[src/design/tpw_pkg.sv]
// constants, field layouts and types of the pwm waveform timer
package tpw_pkg;
  // waveform mode select codes handled here
  localparam logic [2:0] WGM_PC_FIXED = 3'h1;
  localparam logic [2:0] WGM_FAST_FIXED = 3'h3;
  localparam logic [2:0] WGM_PC_VAR = 3'h5;
  localparam logic [2:0] WGM_FAST_VAR = 3'h7;
  // compare output mode codes
  localparam logic [1:0] COM_OFF = 2'h0;
  localparam logic [1:0] COM_TOGGLE = 2'h1;
  localparam logic [1:0] COM_NONINV = 2'h2;
  localparam logic [1:0] COM_INV = 2'h3;
  // counter landmarks
  localparam logic [7:0] TOP_FIXED = 8'hff;
  localparam logic [7:0] BOTTOM = 8'h00;
  localparam logic [7:0] CNT_STEP = 8'h01;
  localparam logic [7:0] RST_BYTE = 8'h00;
  // register addresses
  localparam logic [2:0] ADDR_CTRL_A = 3'h0;
  localparam logic [2:0] ADDR_CTRL_B = 3'h1;
  localparam logic [2:0] ADDR_COUNT = 3'h2;
  localparam logic [2:0] ADDR_CMP_A = 3'h3;
  localparam logic [2:0] ADDR_CMP_B = 3'h4;
  localparam logic [2:0] ADDR_FLAGS = 3'h5;
  // control A fields
  localparam int CA_COMA_HI = 7;
  localparam int CA_COMA_LO = 6;
  localparam int CA_COMB_HI = 5;
  localparam int CA_COMB_LO = 4;
  localparam int CA_WGM_HI = 1;
  // control B fields
  localparam int CB_WGM_HIBIT = 3;
  localparam int CB_CS_HI = 2;
  // flag bit positions
  localparam int FLG_OVF = 0;
  localparam int FLG_CMPA = 1;
  localparam int FLG_CMPB = 2;
  localparam int NUM_CH = 2;
  // prescaler clock selects and divider masks
  localparam logic [2:0] CS_STOP = 3'h0;
  localparam logic [2:0] CS_DIV1 = 3'h1;
  localparam logic [2:0] CS_DIV8 = 3'h2;
  localparam logic [2:0] CS_DIV64 = 3'h3;
  localparam logic [2:0] CS_DIV256 = 3'h4;
  localparam logic [2:0] CS_DIV1024 = 3'h5;
  localparam logic [9:0] MASK_DIV8 = 10'h007;
  localparam logic [9:0] MASK_DIV64 = 10'h03f;
  localparam logic [9:0] MASK_DIV256 = 10'h0ff;
  localparam logic [9:0] MASK_DIV1024 = 10'h3ff;
  localparam logic [9:0] DIV_ZERO = 10'h000;
  localparam logic [9:0] DIV_STEP = 10'h001;
  // count direction of the dual-slope counter
  typedef enum logic {TPW_UP, TPW_DOWN} tpw_dir_t;
endpackage : tpw_pkg

[src/design/tpw_prescaler.sv]
// prescaler that turns the i/o clock into a one-cycle timer tick
`timescale 1ns/100ps
`default_nettype none
module tpw_prescaler
  import tpw_pkg::*;
(
  input wire logic clk,
  input wire logic arst_n,
  input wire logic [2:0] clkSel,
  output logic tickQ
);
  logic [9:0] divQ;
  logic [9:0] mask;

  // divider mask per selection; unknown selects stop the timer
  always_comb begin
    unique case (clkSel)
      CS_DIV8: mask = MASK_DIV8;
      CS_DIV64: mask = MASK_DIV64;
      CS_DIV256: mask = MASK_DIV256;
      CS_DIV1024: mask = MASK_DIV1024;
      default: mask = DIV_ZERO;
    endcase
  end

  // free divider, held at zero while stopped so restarts are aligned
  always_ff @(posedge clk or negedge arst_n) begin
    if (!arst_n) begin
      divQ <= DIV_ZERO;
    end else if (clkSel == CS_STOP) begin
      divQ <= DIV_ZERO;
    end else begin
      divQ <= divQ + DIV_STEP;
    end
  end

  // tick is a clock enable only, never a clock
  always_ff @(posedge clk or negedge arst_n) begin
    if (!arst_n) begin
      tickQ <= 1'b0;
    end else begin
      tickQ <= (clkSel == CS_DIV1) ||
               ((mask != DIV_ZERO) && ((divQ & mask) == mask));
    end
  end

  AST_TICK_DIV1: assert property (@(posedge clk) disable iff (!arst_n)
    clkSel == CS_DIV1 |=> tickQ)
    else $error("undivided select gave no tick");
  AST_TICK_DIV8: assert property (@(posedge clk) disable iff (!arst_n)
    (clkSel == CS_DIV8) [*8] |-> ##[1:1] $past(tickQ, 1) || tickQ ||
    $past(tickQ, 2) || $past(tickQ, 3) || $past(tickQ, 4) ||
    $past(tickQ, 5) || $past(tickQ, 6) || $past(tickQ, 7))
    else $error("divide by eight produced no tick in eight cycles");
endmodule : tpw_prescaler
`default_nettype wire

[src/design/tpw_timer_pwm.sv]
// 8-bit timer counter with fast and phase-correct pwm waveform generation
//
// Added by the designer: the placing of the registers and the plain strobed port.
`timescale 1ns/100ps
`default_nettype none
// What this block does
// - waveform mode 3 or 7 runs fast single-slope pwm counting zero to top.
// - fast pwm top is 0xff in mode 3, compare value a in mode 7.
// - fast pwm counts up to top, then clears to zero next tick.
// - fast pwm non-inverting clears on match, sets at zero; inverting opposite.
// - fast pwm bottom update happens in the tick that wraps top to zero.
// - fast pwm output mode two is non-inverted, three is inverted.
// - fast pwm mode one with high mode bit toggles output a only.
// - fast and phase-correct pwm double-buffer compare values; other modes apply them directly.
// - fast pwm sets the overflow flag each time the counter reaches top.
// - fast pwm compare zero gives one-tick spike, compare top constant level.
// - waveform mode 1 or 5 runs dual-slope phase-correct pwm.
// - phase-correct top is 0xff in mode 1, compare value a in mode 5.
// - phase-correct counter holds top exactly one tick then counts down.
// - non-inverting clears on up match, sets on down match; inverting opposite.
// - phase-correct output mode two is non-inverted, three is inverted.
// - phase-correct mode one with high mode bit toggles output a only.
// - phase-correct sets the overflow flag each time the counter reaches zero.
// - phase-correct compare zero gives constant low, top constant high, non-inverted.
// - phase-correct output at top equals the up-match result for symmetry, except with compare at top.
// - a missed up match is still corrected without a compare match.
// - fully synchronous; the timer tick is only a clock enable.
// - timer tick divides the clock by 1, 8, 64, 256 or 1024.
// - output mode zero disconnects the waveform from the pin in every mode.
// - fast pwm with compare at top ignores the match, acts at zero.
// - phase-correct with compare at top ignores the match, acts at top.
module tpw_timer_pwm
  import tpw_pkg::*;
(
  input wire logic clk,
  input wire logic arst_n,
  input wire logic [2:0] regAddr,
  input wire logic [7:0] regWrData,
  input wire logic regWrEn,
  input wire logic regRdEn,
  output logic [7:0] regRdDataQ,
  output logic waveOutA,
  output logic waveEnA,
  output logic waveOutB,
  output logic waveEnB,
  output logic overflowFlag,
  output logic compareFlagA,
  output logic compareFlagB
);
  logic [7:0] ctrlAQ;
  logic [3:0] ctrlBQ;
  logic [7:0] counterValueQ;
  tpw_dir_t dirQ;
  logic [2:0] flagsQ;
  logic [7:0] cmpBufQ [NUM_CH];
  logic [7:0] cmpActQ [NUM_CH];
  logic [1:0] comMode [NUM_CH];
  logic [NUM_CH-1:0] waveQ;
  logic [NUM_CH-1:0] waveEnQ;
  logic [NUM_CH-1:0] cmpMatch;
  logic timerTick;
  logic [2:0] waveformModeSelect;
  logic modeSelectHighBit;
  logic fastMode;
  logic pcMode;
  logic [7:0] topValue;
  logic atTop;
  logic atBottom;
  logic upNow;
  logic cntWr;
  logic ovfSet;
  logic [2:0] flagSet;
  logic [2:0] flagClr;
  logic [7:0] rdMux;

  // mode decode
  assign modeSelectHighBit = ctrlBQ[CB_WGM_HIBIT];
  assign waveformModeSelect = {modeSelectHighBit, ctrlAQ[CA_WGM_HI:0]};
  assign fastMode = (waveformModeSelect == WGM_FAST_FIXED) ||
                    (waveformModeSelect == WGM_FAST_VAR);
  assign pcMode = (waveformModeSelect == WGM_PC_FIXED) ||
                  (waveformModeSelect == WGM_PC_VAR);
  // top from the active (already buffered) compare a value
  assign topValue = modeSelectHighBit ? cmpActQ[0] : TOP_FIXED;
  assign atTop = (counterValueQ == topValue);
  assign atBottom = (counterValueQ == BOTTOM);
  assign cntWr = regWrEn && (regAddr == ADDR_COUNT);
  assign comMode[0] = ctrlAQ[CA_COMA_HI:CA_COMA_LO];
  assign comMode[1] = ctrlAQ[CA_COMB_HI:CA_COMB_LO];

  // direction the counter moves in at this tick; bottom always counts as up
  always_comb begin
    unique case (dirQ)
      TPW_UP: upNow = !atTop || atBottom;
      TPW_DOWN: upNow = atBottom;
    endcase
  end

  // tick source
  tpw_prescaler uPrescaler (
    .clk(clk),
    .arst_n(arst_n),
    .clkSel(ctrlBQ[CB_CS_HI:0]),
    .tickQ(timerTick)
  );

  // control registers; output mode changes act at once, no buffering
  always_ff @(posedge clk or negedge arst_n) begin
    if (!arst_n) begin
      ctrlAQ <= RST_BYTE;
      ctrlBQ <= RST_BYTE[3:0];
    end else if (regWrEn) begin
      if (regAddr == ADDR_CTRL_A) begin
        ctrlAQ <= regWrData;
      end
      if (regAddr == ADDR_CTRL_B) begin
        ctrlBQ <= regWrData[3:0];
      end
    end
  end

  // counter; a software write wins over the tick
  always_ff @(posedge clk or negedge arst_n) begin
    if (!arst_n) begin
      counterValueQ <= BOTTOM;
    end else if (cntWr) begin
      counterValueQ <= regWrData;
    end else if (timerTick) begin
      if (fastMode) begin
        counterValueQ <= atTop ? BOTTOM : counterValueQ + CNT_STEP;
      end else if (pcMode) begin
        unique case (dirQ)
          TPW_UP: begin
            // top is held for one tick by turning round here
            if (atTop) begin
              counterValueQ <= atBottom ? BOTTOM : counterValueQ - CNT_STEP;
            end else begin
              counterValueQ <= counterValueQ + CNT_STEP;
            end
          end
          TPW_DOWN: begin
            if (atBottom) begin
              counterValueQ <= atTop ? BOTTOM : counterValueQ + CNT_STEP;
            end else begin
              counterValueQ <= counterValueQ - CNT_STEP;
            end
          end
        endcase
      end else begin
        // modes outside pwm just run free
        counterValueQ <= counterValueQ + CNT_STEP;
      end
    end
  end

  // count direction of the dual slope
  always_ff @(posedge clk or negedge arst_n) begin
    if (!arst_n) begin
      dirQ <= TPW_UP;
    end else if (!pcMode) begin
      dirQ <= TPW_UP;
    end else if (timerTick && !cntWr) begin
      unique case (dirQ)
        TPW_UP: if (atTop && !atBottom) dirQ <= TPW_DOWN;
        TPW_DOWN: if (atBottom) dirQ <= TPW_UP;
      endcase
    end
  end

  // per channel compare buffer, active value and waveform unit
  for (genvar ch = 0; ch < NUM_CH; ch++) begin : gChan
    logic [2:0] bufAddr;
    assign bufAddr = (ch == 0) ? ADDR_CMP_A : ADDR_CMP_B;
    assign cmpMatch[ch] = timerTick && (counterValueQ == cmpActQ[ch]);

    always_ff @(posedge clk or negedge arst_n) begin
      if (!arst_n) begin
        cmpBufQ[ch] <= RST_BYTE;
      end else if (regWrEn && (regAddr == bufAddr)) begin
        cmpBufQ[ch] <= regWrData;
      end
    end

    // pwm transfers at top so a period never sees a half-changed duty
    always_ff @(posedge clk or negedge arst_n) begin
      if (!arst_n) begin
        cmpActQ[ch] <= RST_BYTE;
      end else if (!(fastMode || pcMode)) begin
        cmpActQ[ch] <= cmpBufQ[ch];
      end else if (timerTick && atTop) begin
        cmpActQ[ch] <= cmpBufQ[ch];
      end
    end

    tpw_wave_channel #(
      .TOGGLE_OK(ch == 0)
    ) uWave (
      .clk(clk),
      .arst_n(arst_n),
      .tick(timerTick),
      .fastMode(fastMode),
      .pcMode(pcMode),
      .modeSelectHighBit(modeSelectHighBit),
      .upNow(upNow),
      .counterValue(counterValueQ),
      .topValue(topValue),
      .compareValue(cmpActQ[ch]),
      .compareOutputMode(comMode[ch]),
      .waveQ(waveQ[ch]),
      .waveEnQ(waveEnQ[ch])
    );

    // the active compare value moves only at top while a pwm mode runs
    AST_BUF_HOLD: assert property (@(posedge clk) disable iff (!arst_n)
      (fastMode || pcMode) && !(timerTick && atTop) |=>
      $stable(cmpActQ[ch]))
      else $error("active compare value changed away from top");

    // a fast pwm match below top gives the match level
    AST_FAST_MATCH: assert property (@(posedge clk) disable iff (!arst_n)
      fastMode && timerTick && !atTop && comMode[ch][1] &&
      counterValueQ == cmpActQ[ch] |=> waveQ[ch] == $past(comMode[ch][0]))
      else $error("fast pwm match gave wrong level");

    // a down-counting match lands on the opposite level of an up match
    AST_PC_DOWNMATCH: assert property (@(posedge clk) disable iff (!arst_n)
      pcMode && timerTick && comMode[ch][1] && dirQ == TPW_DOWN && !atBottom && !atTop &&
      counterValueQ == cmpActQ[ch] |=>
      waveQ[ch] == !$past(comMode[ch][0]))
      else $error("down-counting match gave wrong level");

    // leaving top, or a missed up match, still ends at the up-match level
    AST_PC_TOP_MISS: assert property (@(posedge clk) disable iff (!arst_n)
      pcMode && timerTick && atTop && comMode[ch][1] && cmpActQ[ch] != topValue |=>
      waveQ[ch] == $past(comMode[ch][0]))
      else $error("phase correct top level not the up-match level");
  end

  assign waveOutA = waveQ[0];
  assign waveEnA = waveEnQ[0];
  assign waveOutB = waveQ[1];
  assign waveEnB = waveEnQ[1];

  // overflow moment depends on the family
  always_comb begin
    if (fastMode) begin
      ovfSet = timerTick && atTop;
    end else if (pcMode) begin
      ovfSet = timerTick && atBottom && (dirQ == TPW_DOWN);
    end else begin
      ovfSet = timerTick && (counterValueQ == TOP_FIXED);
    end
  end

  assign flagSet = {cmpMatch[1], cmpMatch[0], ovfSet};
  assign flagClr = (regWrEn && (regAddr == ADDR_FLAGS)) ? regWrData[2:0] : 3'h0;

  // sticky flags, write one to clear; a set in the clear cycle survives
  always_ff @(posedge clk or negedge arst_n) begin
    if (!arst_n) begin
      flagsQ <= 3'h0;
    end else begin
      flagsQ <= (flagsQ & ~flagClr) | flagSet;
    end
  end

  assign overflowFlag = flagsQ[FLG_OVF];
  assign compareFlagA = flagsQ[FLG_CMPA];
  assign compareFlagB = flagsQ[FLG_CMPB];

  // read mux; compare addresses return the software-written buffer
  always_comb begin
    unique case (regAddr)
      ADDR_CTRL_A: rdMux = ctrlAQ;
      ADDR_CTRL_B: rdMux = {4'h0, ctrlBQ};
      ADDR_COUNT: rdMux = counterValueQ;
      ADDR_CMP_A: rdMux = cmpBufQ[0];
      ADDR_CMP_B: rdMux = cmpBufQ[1];
      ADDR_FLAGS: rdMux = {5'h00, flagsQ};
      default: rdMux = RST_BYTE;
    endcase
  end

  // read data valid only in the cycle after the strobe
  always_ff @(posedge clk or negedge arst_n) begin
    if (!arst_n) begin
      regRdDataQ <= RST_BYTE;
    end else begin
      regRdDataQ <= regRdEn ? rdMux : RST_BYTE;
    end
  end

  AST_FAST_WRAP: assert property (@(posedge clk) disable iff (!arst_n)
    fastMode && timerTick && atTop && !cntWr |=> counterValueQ == BOTTOM)
    else $error("fast pwm did not clear after top");
  AST_FAST_INC: assert property (@(posedge clk) disable iff (!arst_n)
    fastMode && timerTick && !atTop && !cntWr |=>
    counterValueQ == 8'($past(counterValueQ) + CNT_STEP))
    else $error("fast pwm did not increment");
  AST_CNT_HOLD: assert property (@(posedge clk) disable iff (!arst_n)
    !timerTick && !cntWr |=> $stable(counterValueQ))
    else $error("counter moved without a tick");
  AST_OVF_FAST: assert property (@(posedge clk) disable iff (!arst_n)
    fastMode && timerTick && atTop |=> overflowFlag)
    else $error("overflow flag not set at top");
  AST_OVF_PC: assert property (@(posedge clk) disable iff (!arst_n)
    pcMode && timerTick && atBottom && dirQ == TPW_DOWN |=> overflowFlag)
    else $error("overflow flag not set at bottom");
  AST_PC_TURN: assert property (@(posedge clk) disable iff (!arst_n)
    pcMode && timerTick && atTop && !atBottom && dirQ == TPW_UP && !cntWr |=>
    counterValueQ == 8'($past(topValue) - CNT_STEP) && dirQ == TPW_DOWN)
    else $error("phase correct did not turn at top");
  AST_BUF_XFER: assert property (@(posedge clk) disable iff (!arst_n)
    (fastMode || pcMode) && timerTick && atTop |=> cmpActQ[1] == $past(cmpBufQ[1]))
    else $error("compare buffer not transferred at top");

  // channel b has no toggle: the reserved code leaves pin and register alone
  AST_TOG_B: assert property (@(posedge clk) disable iff (!arst_n)
    (fastMode || pcMode) && comMode[1] == COM_TOGGLE |=>
    !waveEnB && $stable(waveOutB))
    else $error("channel b reacted to the toggle code in pwm");

  // dual-slope counting between the turning points
  AST_PC_UP: assert property (@(posedge clk) disable iff (!arst_n)
    pcMode && timerTick && dirQ == TPW_UP && !atTop && !cntWr |=>
    counterValueQ == 8'($past(counterValueQ) + CNT_STEP))
    else $error("phase correct did not count up");
  AST_PC_DOWN: assert property (@(posedge clk) disable iff (!arst_n)
    pcMode && timerTick && dirQ == TPW_DOWN && !atBottom && !cntWr |=>
    counterValueQ == 8'($past(counterValueQ) - CNT_STEP))
    else $error("phase correct did not count down");
  AST_PC_BOTTOM: assert property (@(posedge clk) disable iff (!arst_n)
    pcMode && timerTick && dirQ == TPW_DOWN && atBottom && !atTop && !cntWr |=>
    counterValueQ == 8'(BOTTOM + CNT_STEP) && dirQ == TPW_UP)
    else $error("phase correct did not turn at bottom");

  // overflow must stay quiet away from its landmark, a stray set would fake a period
  AST_OVF_FAST_ONLY: assert property (@(posedge clk) disable iff (!arst_n)
    fastMode && !overflowFlag && !(timerTick && atTop) |=> !overflowFlag)
    else $error("fast pwm overflow set away from top");
  AST_OVF_PC_ONLY: assert property (@(posedge clk) disable iff (!arst_n)
    pcMode && !overflowFlag && !(timerTick && atBottom) |=> !overflowFlag)
    else $error("phase correct overflow set away from bottom");
endmodule : tpw_timer_pwm
`default_nettype wire

[src/design/tpw_wave_channel.sv]
// one compare output channel: waveform register and pin override
`timescale 1ns/100ps
`default_nettype none
module tpw_wave_channel
  import tpw_pkg::*;
#(
  parameter logic TOGGLE_OK = 1'b1
) (
  input wire logic clk,
  input wire logic arst_n,
  input wire logic tick,
  input wire logic fastMode,
  input wire logic pcMode,
  input wire logic modeSelectHighBit,
  input wire logic upNow,
  input wire logic [7:0] counterValue,
  input wire logic [7:0] topValue,
  input wire logic [7:0] compareValue,
  input wire logic [1:0] compareOutputMode,
  output logic waveQ,
  output logic waveEnQ
);
  logic atTop;
  logic match;
  logic cmpIsTop;
  logic inv;
  logic pwmOn;
  logic togOn;

  assign atTop = (counterValue == topValue);
  assign match = (counterValue == compareValue);
  assign cmpIsTop = (compareValue == topValue);
  assign inv = compareOutputMode[0];
  assign pwmOn = compareOutputMode[1];
  assign togOn = (compareOutputMode == COM_TOGGLE) && TOGGLE_OK && modeSelectHighBit;

  // waveform register; the top/bottom action outranks a match at top
  always_ff @(posedge clk or negedge arst_n) begin
    if (!arst_n) begin
      waveQ <= 1'b0;
    end else if (tick && fastMode) begin
      if (pwmOn) begin
        if (atTop) begin
          waveQ <= !inv;
        end else if (match) begin
          waveQ <= inv;
        end
      end else if (togOn && match) begin
        waveQ <= !waveQ;
      end
    end else if (tick && pcMode) begin
      if (pwmOn) begin
        if (atTop) begin
          // at top the up-match result is forced unless compare is top, repairing missed matches
          waveQ <= cmpIsTop ? !inv : inv;
        end else if (match) begin
          waveQ <= upNow ? inv : !inv;
        end
      end else if (togOn && match) begin
        waveQ <= !waveQ;
      end
    end
  end

  // pin override; reserved toggle codes in pwm modes leave the pin alone
  always_ff @(posedge clk or negedge arst_n) begin
    if (!arst_n) begin
      waveEnQ <= 1'b0;
    end else begin
      waveEnQ <= (compareOutputMode != COM_OFF) &&
                 !((compareOutputMode == COM_TOGGLE) && (fastMode || pcMode) && !togOn);
    end
  end

  AST_DISCONNECT: assert property (@(posedge clk) disable iff (!arst_n)
    compareOutputMode == COM_OFF |=> !waveEnQ)
    else $error("pin driven with compare output mode zero");
  AST_FAST_BOTTOM: assert property (@(posedge clk) disable iff (!arst_n)
    tick && fastMode && pwmOn && atTop |=> waveQ == !$past(inv))
    else $error("fast pwm bottom update missing at wrap");
  AST_PC_TOP: assert property (@(posedge clk) disable iff (!arst_n)
    tick && pcMode && pwmOn && atTop && cmpIsTop |=> waveQ == !$past(inv))
    else $error("phase correct top level wrong with compare at top");
  AST_PC_UPMATCH: assert property (@(posedge clk) disable iff (!arst_n)
    tick && pcMode && pwmOn && !atTop && match && upNow |=> waveQ == $past(inv))
    else $error("up-counting match gave wrong level");
endmodule : tpw_wave_channel
`default_nettype wire

[config.mk]
export PLATFORM = sky130hd
export DESIGN_NAME = tpw_timer_pwm
export DESIGN_NICKNAME = d
export VERILOG_FILES = /design/src/design/tpw_pkg.sv /design/src/design/tpw_prescaler.sv /design/src/design/tpw_timer_pwm.sv /design/src/design/tpw_wave_channel.sv
export SDC_FILE = /design/constraint.sdc
export NUM_CORES = 1
export LEC_CHECK = 0
export BUFFER_PORTS_ARGS = -buffer_cell sky130_fd_sc_hd__buf_2
export CORE_MARGIN = 2
export CORE_UTILIZATION = 40
export DETAILED_ROUTE_END_ITERATION = 16
export GPL_ROUTABILITY_DRIVEN = 0
export PLACE_DENSITY = 0.59
export SKIP_LAST_GASP = 1
export SLEW_MARGIN = 20
export SYNTH_ARGS = -nofsm -noshare
export SYNTH_HDL_FRONTEND = slang
export SYNTH_SLANG_ARGS = --single-unit
[constraint.sdc]
create_clock -name clk -period 1.97 [get_ports clk]
set_clock_uncertainty 0.05 [all_clocks]
set_input_delay 0.197 -clock clk [delete_from_list [all_inputs] [get_ports clk]]
set_output_delay 0.197 -clock clk [all_outputs]
set_load 0.05 [all_outputs]
After elaboration in Yosys (flattened, before gate mapping)
Index checks and enable logic that the tools add are counted.

Register bits: 79. Input bits: 15. Output and inout bits: 15.

$add $sub $neg: 3. Equal/unequal tests: 31. Multiplexer cells: 48. Bitwise operators: 5. Reductions and logical operators: 48.

Operators by type and width (number): $mux 8 (14); $pmux 8 s6 (1); $eq 8x8->1 (5); $pmux 10 s4 (1); $mux 1 (27); $logic_and 1x1->1 (22); $eq 3x3->1 const B (6); $pmux 8 s2 (1); $eq 3x2->1 const B (5); $add 10x1->10 const B (1); $and 10x10->10 (1); $eq 10x10->1 (1); $mux 10 (1); $reduce_bool 10->1 (1); $eq 3x1->1 const B (3); $logic_not 1->1 (9); $add 8x1->8 const B (1); $eq 8x8->1 const B (1); $logic_not 8->1 (1); $ne 4x3->1 const B (2); $reduce_bool 2->1 (4); $sub 8x1->8 const B (1); $logic_not 3->1 (2); $ne 2x2->1 const B (3); other kinds (13) (21).

Longest topological paths before layout
Gate-level depths: netlist of the first run.

Depth in word-level cells: 11. Depth in mapped cells: 10. Mapped depth without buffers: 9.

Cells and area by module
A second synthesis of the first run with hierarchy kept.

Cell total of the unflattened synthesis: 503. Area, all modules: 5056.1 sq um.

By module, submodules not included: tpw_timer_pwm (times used 1, cells an instance 352, area an instance 3687.3 sq um, sequential area each 1601.5 sq um); tpw_prescaler (times used 1, cells an instance 50, area an instance 524.3 sq um, sequential area each 275.3 sq um); tpw_wave_channel (gChan[0].uWave) (times used 1, cells an instance 55, area an instance 454.2 sq um, sequential area each 50.0 sq um); tpw_wave_channel (gChan[1].uWave) (times used 1, cells an instance 46, area an instance 390.4 sq um, sequential area each 50.0 sq um).

Worst setup path after synthesis of the first run
OpenSTA, ideal clock, no wires.

Path type: register -> register. From: register counterValueQ[0]. To: register cmpActQ[0] (netlist name). Library setup time: 125 ps. Data arrival time: 1975 ps. Setup slack: -180 ps. Stages on the path, launching flop included: 10. Buffers on the path: 2. Cells stage by stage: dfrtp_1 > buf_4 > nor4bb_1 > a22o_1 > o22ai_4 > nor2_4 > nand2_1 > nand2_2 > buf_8 > mux2_4.

Longest elaborated chain between the ends: 3.

Ends and longest elaborated chain: start: declaration (line tpw_timer_pwm.sv:52) `logic [7:0] counterValueQ;`; start signal: assignment (line tpw_timer_pwm.sv:127) `counterValueQ <= regWrData;`; start signal: assignment (line tpw_timer_pwm.sv:130) `counterValueQ <= atTop ? BOTTOM : counterValueQ + CNT_STEP;`; start signal: assignment (line tpw_timer_pwm.sv:136) `counterValueQ <= atBottom ? BOTTOM : counterValueQ - CNT_STEP;`; $eq 8x8->1 (line tpw_timer_pwm.sv:85) `assign atTop = (counterValueQ == topValue);`; $logic_and 1x1->1 (line tpw_timer_pwm.sv:190) `end else if (timerTick && atTop) begin`; $ne 2x1->1 (no source line); end signal: indexed assignment (line tpw_timer_pwm.sv:189) `cmpActQ[ch] <= cmpBufQ[ch];`; end signal: indexed assignment (line tpw_timer_pwm.sv:191) `cmpActQ[ch] <= cmpBufQ[ch];`; end: declaration (line tpw_timer_pwm.sv:56) `logic [7:0] cmpActQ [NUM_CH];`.

No other way between the ends. A chain may end at the register's enable or synchronous reset.

Worst setup path after layout of the first run
From: register ctrlBQ[3]. To: register counterValueQ[4].

Longest elaborated chain between the ends: 9.

Ends and longest elaborated chain: start: declaration (line tpw_timer_pwm.sv:51) `logic [3:0] ctrlBQ;`; start signal: assignment (line tpw_timer_pwm.sv:111) `ctrlBQ <= RST_BYTE[3:0];`; start signal: assignment (line tpw_timer_pwm.sv:117) `ctrlBQ <= regWrData[3:0];`; $mux 8 (line tpw_timer_pwm.sv:84) `assign topValue = modeSelectHighBit ? cmpActQ[0] : TOP_FIXED;`; $eq 8x8->1 (line tpw_timer_pwm.sv:85); $mux 8 (line tpw_timer_pwm.sv:130, tpw_timer_pwm.sv:143); $mux 8 (line tpw_timer_pwm.sv:142) `if (atBottom) begin`; $pmux 8 s2 (line tpw_timer_pwm.sv:132) `unique case (dirQ)`; $mux 8 (line tpw_timer_pwm.sv:131) `end else if (pcMode) begin`; $mux 8 * (line tpw_timer_pwm.sv:129) `if (fastMode) begin`; $mux 8 * (line tpw_timer_pwm.sv:128) `end else if (timerTick) begin`; $mux 8 * (line tpw_timer_pwm.sv:126) `end else if (cntWr) begin`.

Every way passes the cells marked *; elsewhere a longest branch is shown, timed or not. The select of a mux whose other input is x is not followed.

==> metrics, run 1 <==
status=complete, but fails checks; failing checks=setup timing; setup TNS=-3.550 ns; Hold/Removal Path Class=in2reg; maximum vdd ir drop=0.7690 mV; Tot Pwr=8.192 mW; number of H-tree levels=3; GRT Resource Usage Total=23.37%; fin crit period=2.163 ns; Largest stage delay, worst path=0.44 ns; ANT nets after route=0; First DRT Iteration DRCs=308; crit-path cells=buf_6 -> nor4bb_4 -> a22o_1 -> o22ai_4 -> nor2_4 -> buf_6 -> buf_4 -> o21ai_2 -> a22oi_2 -> a221oi_2; synth unique cells=63; share of cells above drive strength 1=38.37%; Die Ht=113.0 um; dpl hpwl=10310 um; post-route cell area=6170 um2; Layout area overhead=29.76%; Congestion Overflow GR=0; core outline area=11520 um2; clk root buf=clkbuf_16; Syn. warnings=0; crit path max fanout=5; type of the worst setup path=reg2reg; Die Span X=113.0 um; Max Cap Viol=0; most frequent cells in the layout=buf_4 (87), dfrtp_1 (70), nor2_1 (40), xnor2_1 (31), buf_2 (28); placed insts=693; initial core utilization=41.29%; Row Count=39; maximum buffer depth of the clock tree=2; Mapped Area=4755 um2; drt pass-1 iters=5; Final Util=53.57%; leakage power=2.729 nW; Max Fclk=462.3 MHz; Final Setup Violations=25; first-pass GRT wire length=23090 um; EDFF count, synth=0; ys flop type=dfrtp_1; Seq cells post-synth=79; Worst path slowest cell=dfrtp_2; DRC viols=0; worst path arrival time=2.36 ns; Worst-Skew Late Latency=0.34 ns; DRT Wirelength=14250 um; period utilization=109.8%; Post-Syn Nets=491; Mapped Avg Cell Area=10.09 um2; Clock Sinks=79; pin count of the biggest net entering global routing=28; vias in the first global route=4190; layout net count=592; PortBufs=29; PnR worst setup slack=-0.1931 ns; Pins Over Slew Limit=0; Worst Setup Start Kind=flop; wire per inst=19.82 um; Post-DP Area=5589 um2; Seq/Total Area, Yosys=41.58%; DIE AREA=12770 um2; IO Count=30; CTS tree=done; P per Cell Area=1328 nW/um2; Syn Inst Count=471; Worst Path Required=2.16 ns; RSZ-0062 raised after global routing=yes; vias after detailed routing=4041; Clk pin slew, worst setup/hold paths=0.06 ns; total CTS buffers=9; hold_ws=0.1083 ns; Post-synth ARST share=100.0%; Worst Max-Slew Pin Slew=0.5972 ns; Worst Setup End Kind=flop; Fillers=1028; diodes inserted=0; Hold Fails Final Rpt=0; DR vias/cell=5.620; cell repeated most along the worst path=buf_6; most common cell after layout, fill and taps aside=buf_4; final cell count without fillers=719; initial antenna violation count=0; register area=1988 um2; dpl ws=-0.2943 ns; Multi-input gate area=2740 um2; Slew headroom=59.16%
-- Yosys cell counts (3+ instances only) --
library cell	count	area, um2
mux2_4	10	150.1
mux2_2	31	349.1
xor2_1	9	78.83
dfrtp_1	79	1977
a21oi_1	16	80.08
o21ai_0	25	125.1
mux2i_1	15	150.1
buf_4	7	52.55
a32oi_1	4	35.03
nor4_1	4	25.02
buf_1	3	11.26
and3_1	6	37.54
and2_1	9	56.30
nor4bb_1	3	30.03
ha_1	5	62.56
nor3b_1	10	75.07
nor2b_1	4	25.02
xnor2_1	32	280.3
nand2_1	28	105.1
a31oi_1	4	25.02
nor3_1	6	30.03
a22o_1	5	43.79
o21ai_1	7	35.03
clkbuf_1	18	67.56
o211ai_1	3	22.52
a221oi_1	4	35.03
nand4_1	9	56.30
nand2b_1	5	31.28
nand3_1	16	80.08
a22oi_1	5	37.54
inv_1	10	37.54
nor2_1	41	153.9
buf_2	5	25.02
-- critical path: cells and delay by family (launching register included) --
family	cells	cell delay [ns]
flip-flops	1	0.44
buffers and inverters	3	0.42
AO/OA/AOI/OAI	5	0.93
AND/OR/NAND/NOR	2	0.22
-- layer usage --
layer | vias to the layer above | GRT usage, % | part of all wire (%)
li1 | 1888 | - | -
met1 | 2033 | 32.15 | 45
met2 | 104 | 38.12 | 49
met3 | 16 | 3.642 | 4.5
met4 | 0 | 7.317 | 1.5
met5 | - | 0 | 0
-- layout make-up --
type,count,area share (%)
inverter,11,0.6692
multi-input combinational,346,44.41
timing repair buffer,125,15.31
sequential,79,32.22
clock inverter,2,0.2636
clock buffer,13,4.218
tap,143,2.900
-- worst paths after layout --
| path | startpoint | end | slack, ns | depth (start not counted) |
|---|---|---|---|---|
| max in group asynchronous | arst_n | ctrlBQ[0] | 1.06 | 3 |
| max reg2reg | ctrlBQ[3] | counterValueQ[4] | -0.19 | 10 |
| max | ctrlBQ[3] | counterValueQ[4] | -0.19 | 10 |
| min | regRdEn | regRdDataQ[3] | 0.11 | 2 |
| min in group asynchronous | arst_n | cmpBufQ[6] | 0.25 | 2 |
| min reg2reg | uPrescaler.divQ[0] | uPrescaler.divQ[0] | 0.44 | 1 |
-- report_power, final --
part	internal, mW	switching (mW)	total (mW)
Sequential	2.06	0.598	2.66
Clock	0.919	0.659	1.58
Combinational	2.06	1.90	3.96
-- state kept, by name, indices dropped and copies added, names as in the netlist --
| name | cells |
|---|---|
| gChan.uWave.waveQ | 2 |
| cmpBufQ | 16 |
| gChan.uWave.waveEnQ | 2 |
| uPrescaler.divQ | 10 |
| uPrescaler.tickQ | 1 |
| ctrlBQ | 4 |
| ctrlAQ | 8 |
| cmpActQ | 16 |
| counterValueQ | 8 |
| dirQ | 1 |
| regRdDataQ | 8 |
| flagsQ | 3 |
-- cells by family after synthesis --
group / after synthesis / share of synthesized area [%]
DFF: 79 / 41.58
adders and majority gates: 5 / 1.316
buffers and inverters: 46 / 4.710
xor gates and xnor gates: 41 / 7.553
muxes: 57 / 14.13
and+or+nand+nor: 150 / 16.84
AOI/OAI and AO/OA: 93 / 13.87
-- timing repair --
item	in CTS	in global routing
resized for setup	34	18
pin swaps	18	12
buffers inserted	6	3
cloned	0	1
hold buffers	1	0
hold endpoints to repair	46	0
setup endpoints to repair	26	28
Note: power is estimated with default switching activity, not from simulation.
==> inputs of run 2 (changes only) <==
--- a/config.mk
+++ b/config.mk
@@ -16,3 +16,4 @@
 export SYNTH_ARGS = -nofsm -noshare
 export SYNTH_HDL_FRONTEND = slang
 export SYNTH_SLANG_ARGS = --single-unit
+export TNS_END_PERCENT = 30
==> metrics, run 2 (same netlist as run 1, synthesis figures left out) <==
Worst path slowest cell=dfrtp_2; IO Count=30; period utilization=108.1%; dpl hpwl=10110 um; Max Cap Viol=0; drt pass-1 iters=5; diodes inserted=0; type of the worst setup path=reg2reg; crit path max fanout=5; PortBufs=29; RSZ-0062 raised after global routing=yes; leakage power=2.629 nW; maximum buffer depth of the clock tree=2; placed insts=683; failing checks=setup timing; Pins Over Slew Limit=0; first-pass GRT wire length=22510 um; Multi-input gate area=2659 um2; CTS tree=done; core outline area=11520 um2; met2 WL=6520 um; First DRT Iteration DRCs=298; initial antenna violation count=0; DIE AREA=12770 um2; worst path arrival time=2.30 ns; status=complete, but fails checks; final cell count without fillers=705; Hold Fails Final Rpt=0; fin crit period=2.129 ns; routed wl met3=658 um; Clk pin slew, worst setup/hold paths=0.06 ns; register area=1982 um2; Worst Path Required=2.14 ns; initial core utilization=41.29%; number of H-tree levels=3; GRT Resource Usage Total=22.71%; top flop regs=cmpActQ x16, cmpBufQ x16, uPrescaler.divQ x10; clk root buf=clkbuf_16; Clock Sinks=79; Layout area overhead=25.84%; worst hold path stage count=2; Slew headroom=57.76%; CP Buf/Inv Count=1; Worst Max-Slew Pin Slew=0.6176 ns; min-delay src=regRdEn; Worst Setup Start Kind=flop; DRC viols=0; top sig layer=met4; DRT Wirelength=13810 um; Final Util=51.96%; hold worst-path end=regRdDataQ[3]; Hold/Removal Path Class=in2reg; Worst-Skew Late Latency=0.34 ns; R2R Path Start=cmpActQ[12]; maximum vdd ir drop=0.7383 mV; pin count of the biggest net entering global routing=41; most frequent cells in the layout=dfrtp_1 (75), buf_4 (75), nor2_1 (40), xnor2_1 (31); Die Span X=113.0 um; R2R Setup Slk=-0.16 ns; crit-path cells=nor4bb_4 -> a22o_1 -> o22ai_4 -> nor2_4 -> nand2_2 -> nand2_4 -> buf_12 -> mux2_2; WL met1=6186 um; share of cells above drive strength 1=34.52%; layout net count=577; Final Setup Violations=25; total CTS buffers=9; Row Count=39; Largest stage delay, worst path=0.46 ns; Worst R2R Path Depth=8; vias in the first global route=4090; ANT nets after route=0; Critical R2R Capture=cmpActQ[5]; wire per inst=19.58 um; DR vias/cell=5.743; dpl ws=-0.3243 ns; Worst Setup End Kind=flop; vias after detailed routing=4049; Fillers=1058; Congestion Overflow GR=0; P per Cell Area=1334 nW/um2; CP top delay family=simple AND/OR/NAND/NOR gates; PnR worst setup slack=-0.1592 ns; Max Fclk=469.7 MHz; Die Ht=113.0 um
run 2: per-layer routing:
layer	track usage (%)	vias to the layer above
li1	-	1866
met1	30.89	2007
met2	36.89	137
met3	3.749	39
met4	7.967	0
met5	0	-
run 2: layout make-up:
| cell class | count | share of cell area [%] |
|---|---|---|
| inverters | 11 | 0.6901 |
| clock inverters | 3 | 0.7110 |
| flip-flops and latches | 79 | 33.12 |
| well taps | 143 | 2.990 |
| multi-input cells | 346 | 44.44 |
| clock buffers | 13 | 4.182 |
| repair buffers | 110 | 13.86 |
run 2: through the flow:
stage	cell area, um2	hold slack [ns]	setup TNS (ns)	total power [mW]
after floorplan	4776	-0.1486	-1.088	4.725
after global placement	5527	0.1794	-3.887	6.012
after detailed placement	5527	0.1820	-6.731	6.074
after CTS	5891	0.1097	-3.062	7.849
after global routing	5983	0.1264	-5.158	8.459
final	5983	0.1091	-2.799	7.983
run 2: worst max-delay path by stage:
stage               slack [ns]  depth (start not counted)                to        startpoint
floorplan                -0.10                          9        cmpActQ[0]  counterValueQ[1]
global placement         -0.20                          8  counterValueQ[3]         ctrlBQ[3]
detailed placement       -0.32                          7  counterValueQ[3]         ctrlBQ[3]
CTS                      -0.16                          8        cmpActQ[2]       cmpActQ[12]
global route             -0.25                          9  counterValueQ[5]         ctrlBQ[3]
finish                   -0.16                          8        cmpActQ[5]       cmpActQ[12]
run 2: timing repair:
action                                 in CTS  in global routing
setup buffers                               4                  0
hold buffers                                1                  0
setup endpoints to repair                  26                 27
gates resized for setup                    10                 17
endpoints found under the hold margin      38                  0
pin swaps                                   8                  7
gates cloned                                0                  1
run 2: report_power, final:
group          total, mW  internal (mW)  switching, mW
combinational       3.69           1.88           1.81
clock               1.67           1.02          0.652
sequential          2.63           2.05          0.577
total               7.98           4.95           3.04
==> inputs of run 3 (changes only) <==
--- a/config.mk
+++ b/config.mk
@@ -11,6 +11,7 @@
 export DETAILED_ROUTE_END_ITERATION = 16
 export GPL_ROUTABILITY_DRIVEN = 0
 export PLACE_DENSITY = 0.59
+export RECOVER_POWER = 100
 export SKIP_LAST_GASP = 1
 export SLEW_MARGIN = 20
 export SYNTH_ARGS = -nofsm -noshare
==> metrics, run 3 (same netlist as run 1, synthesis figures left out) <==
Clk pin slew, worst setup/hold paths=0.06 ns; R2R Setup Slk=-0.16 ns; maximum buffer depth of the clock tree=2; CTS tree=done; share of cells above drive strength 1=30.60%; DRC viols=0; initial core utilization=41.29%; wire per inst=19.58 um; Pins Over Slew Limit=0; number of H-tree levels=3; Slew headroom=29.57%; Final Setup Violations=25; dpl hpwl=10110 um; layout net count=577; maximum vdd ir drop=0.7415 mV; crit path max fanout=5; vias in the first global route=4090; clk root buf=clkbuf_16; Row Count=39; Worst-Skew Late Latency=0.34 ns; status=complete, but fails checks; initial antenna violation count=0; PortBufs=29; DIE AREA=12770 um2; leakage power=2.538 nW; top flop regs=cmpActQ x16, cmpBufQ x16, uPrescaler.divQ x10; CP top delay family=simple AND/OR/NAND/NOR gates; P per Cell Area=1342 nW/um2; First DRT Iteration DRCs=306; period utilization=107.9%; Clock Sinks=79; Die Ht=113.0 um; Worst Path Required=2.13 ns; Congestion Overflow GR=0; Worst Max-Slew Pin Slew=1.056 ns; first-pass GRT wire length=22510 um; most common cell after layout, fill and taps aside=dfrtp_1; vias after detailed routing=4032; dpl ws=-0.3243 ns; worst path arrival time=2.29 ns; IO Count=30; failing checks=setup timing; core outline area=11520 um2; CP Buf/Inv Count=1; Hold/Removal Path Class=in2reg; RSZ-0062 raised after global routing=yes; most frequent cells in the layout=dfrtp_1 (75), buf_4 (67), nor2_1 (40), xnor2_1 (31), mux2_2 (28); DRT Wirelength=13800 um; Worst Setup Start Kind=flop; fin crit period=2.125 ns; Max Cap Viol=0; drt pass-1 iters=5; crit-path cells=nor4bb_4 -> a22o_1 -> o22ai_4 -> nor2_4 -> nand2_2 -> nand2_4 -> buf_12 -> mux2_2; DR vias/cell=5.719; Worst path slowest cell=dfrtp_2; Fillers=1070; Worst Setup End Kind=flop; Hold Fails Final Rpt=0; GRT Resource Usage Total=22.71%; Layout area overhead=24.58%; PnR worst setup slack=-0.1554 ns; hold_ws=0.1140 ns; Largest stage delay, worst path=0.46 ns; diodes inserted=0; Die Span X=113.0 um; total CTS buffers=9; type of the worst setup path=reg2reg; Max Fclk=470.5 MHz; pin count of the biggest net entering global routing=41; ANT nets after route=0
run 3: area by class of cell:
cell class / count / area [um2] / share of cell area, %
tap: 143 / 178.9 / 3.021
timing repair buffer: 110 / 769.5 / 12.99
sequential: 79 / 1982 / 33.46
multi-input combinational: 346 / 2659 / 44.89
inverter: 11 / 41.29 / 0.6971
clock inverter: 3 / 42.54 / 0.7182
clock buffer: 13 / 250.2 / 4.225
run 3: final timing paths:
| kind | start | end | cells after the start |
|---|---|---|---|
| max | cmpActQ[12] | cmpActQ[5] | 8 |
| min | regRdEn | regRdDataQ[3] | 2 |
| max reg2reg | cmpActQ[12] | cmpActQ[5] | 8 |
| min reg2reg | uPrescaler.divQ[0] | uPrescaler.divQ[0] | 1 |
| max in group asynchronous | arst_n | counterValueQ[1] | 3 |
| min in group asynchronous | arst_n | gChan[0].uWave.waveEnQ | 2 |
run 3: routing by layer:
metal	routed length [um]	track usage, %	vias to the layer above
met3	688	3.749	31
met5	0	0	-
li1	-	-	1868
met2	6545	36.89	125
met1	6181	30.89	2008
met4	386	7.967	0
run 3: power by group:
group	leakage (nW)	switching, mW	internal, mW	total [mW]
Sequential	0.974	0.579	2.05	2.63
Clock	0.140	0.651	1.02	1.67
Combinational	1.42	1.80	1.85	3.65
Total	2.54	3.03	4.92	7.95
run 3: through the flow:
| stage | instances | power (mW) | cell area, um2 | utilization, % | setup TNS, ns |
|---|---|---|---|---|---|
| final | 705 | 7.949 | 5923 | 51.43 | -2.705 |
| after global routing | 705 | 8.426 | 5923 | 51.43 | -7.334 |
| after CTS | 704 | 7.849 | 5891 | 51.15 | -3.062 |
| after detailed placement | 683 | 6.074 | 5527 | 47.99 | -6.731 |
| after global placement | 683 | 6.012 | 5527 | 47.99 | -3.887 |
| after floorplan | 471 | 4.725 | 4776 | - | -1.088 |
run 3: what timing repair did:
action,in CTS,in global routing
setup endpoints to repair,26,27
gates cloned,0,1
gates resized for setup,10,17
setup buffers,4,0
hold buffers,1,0
pin swaps,8,7
endpoints found under the hold margin,38,0
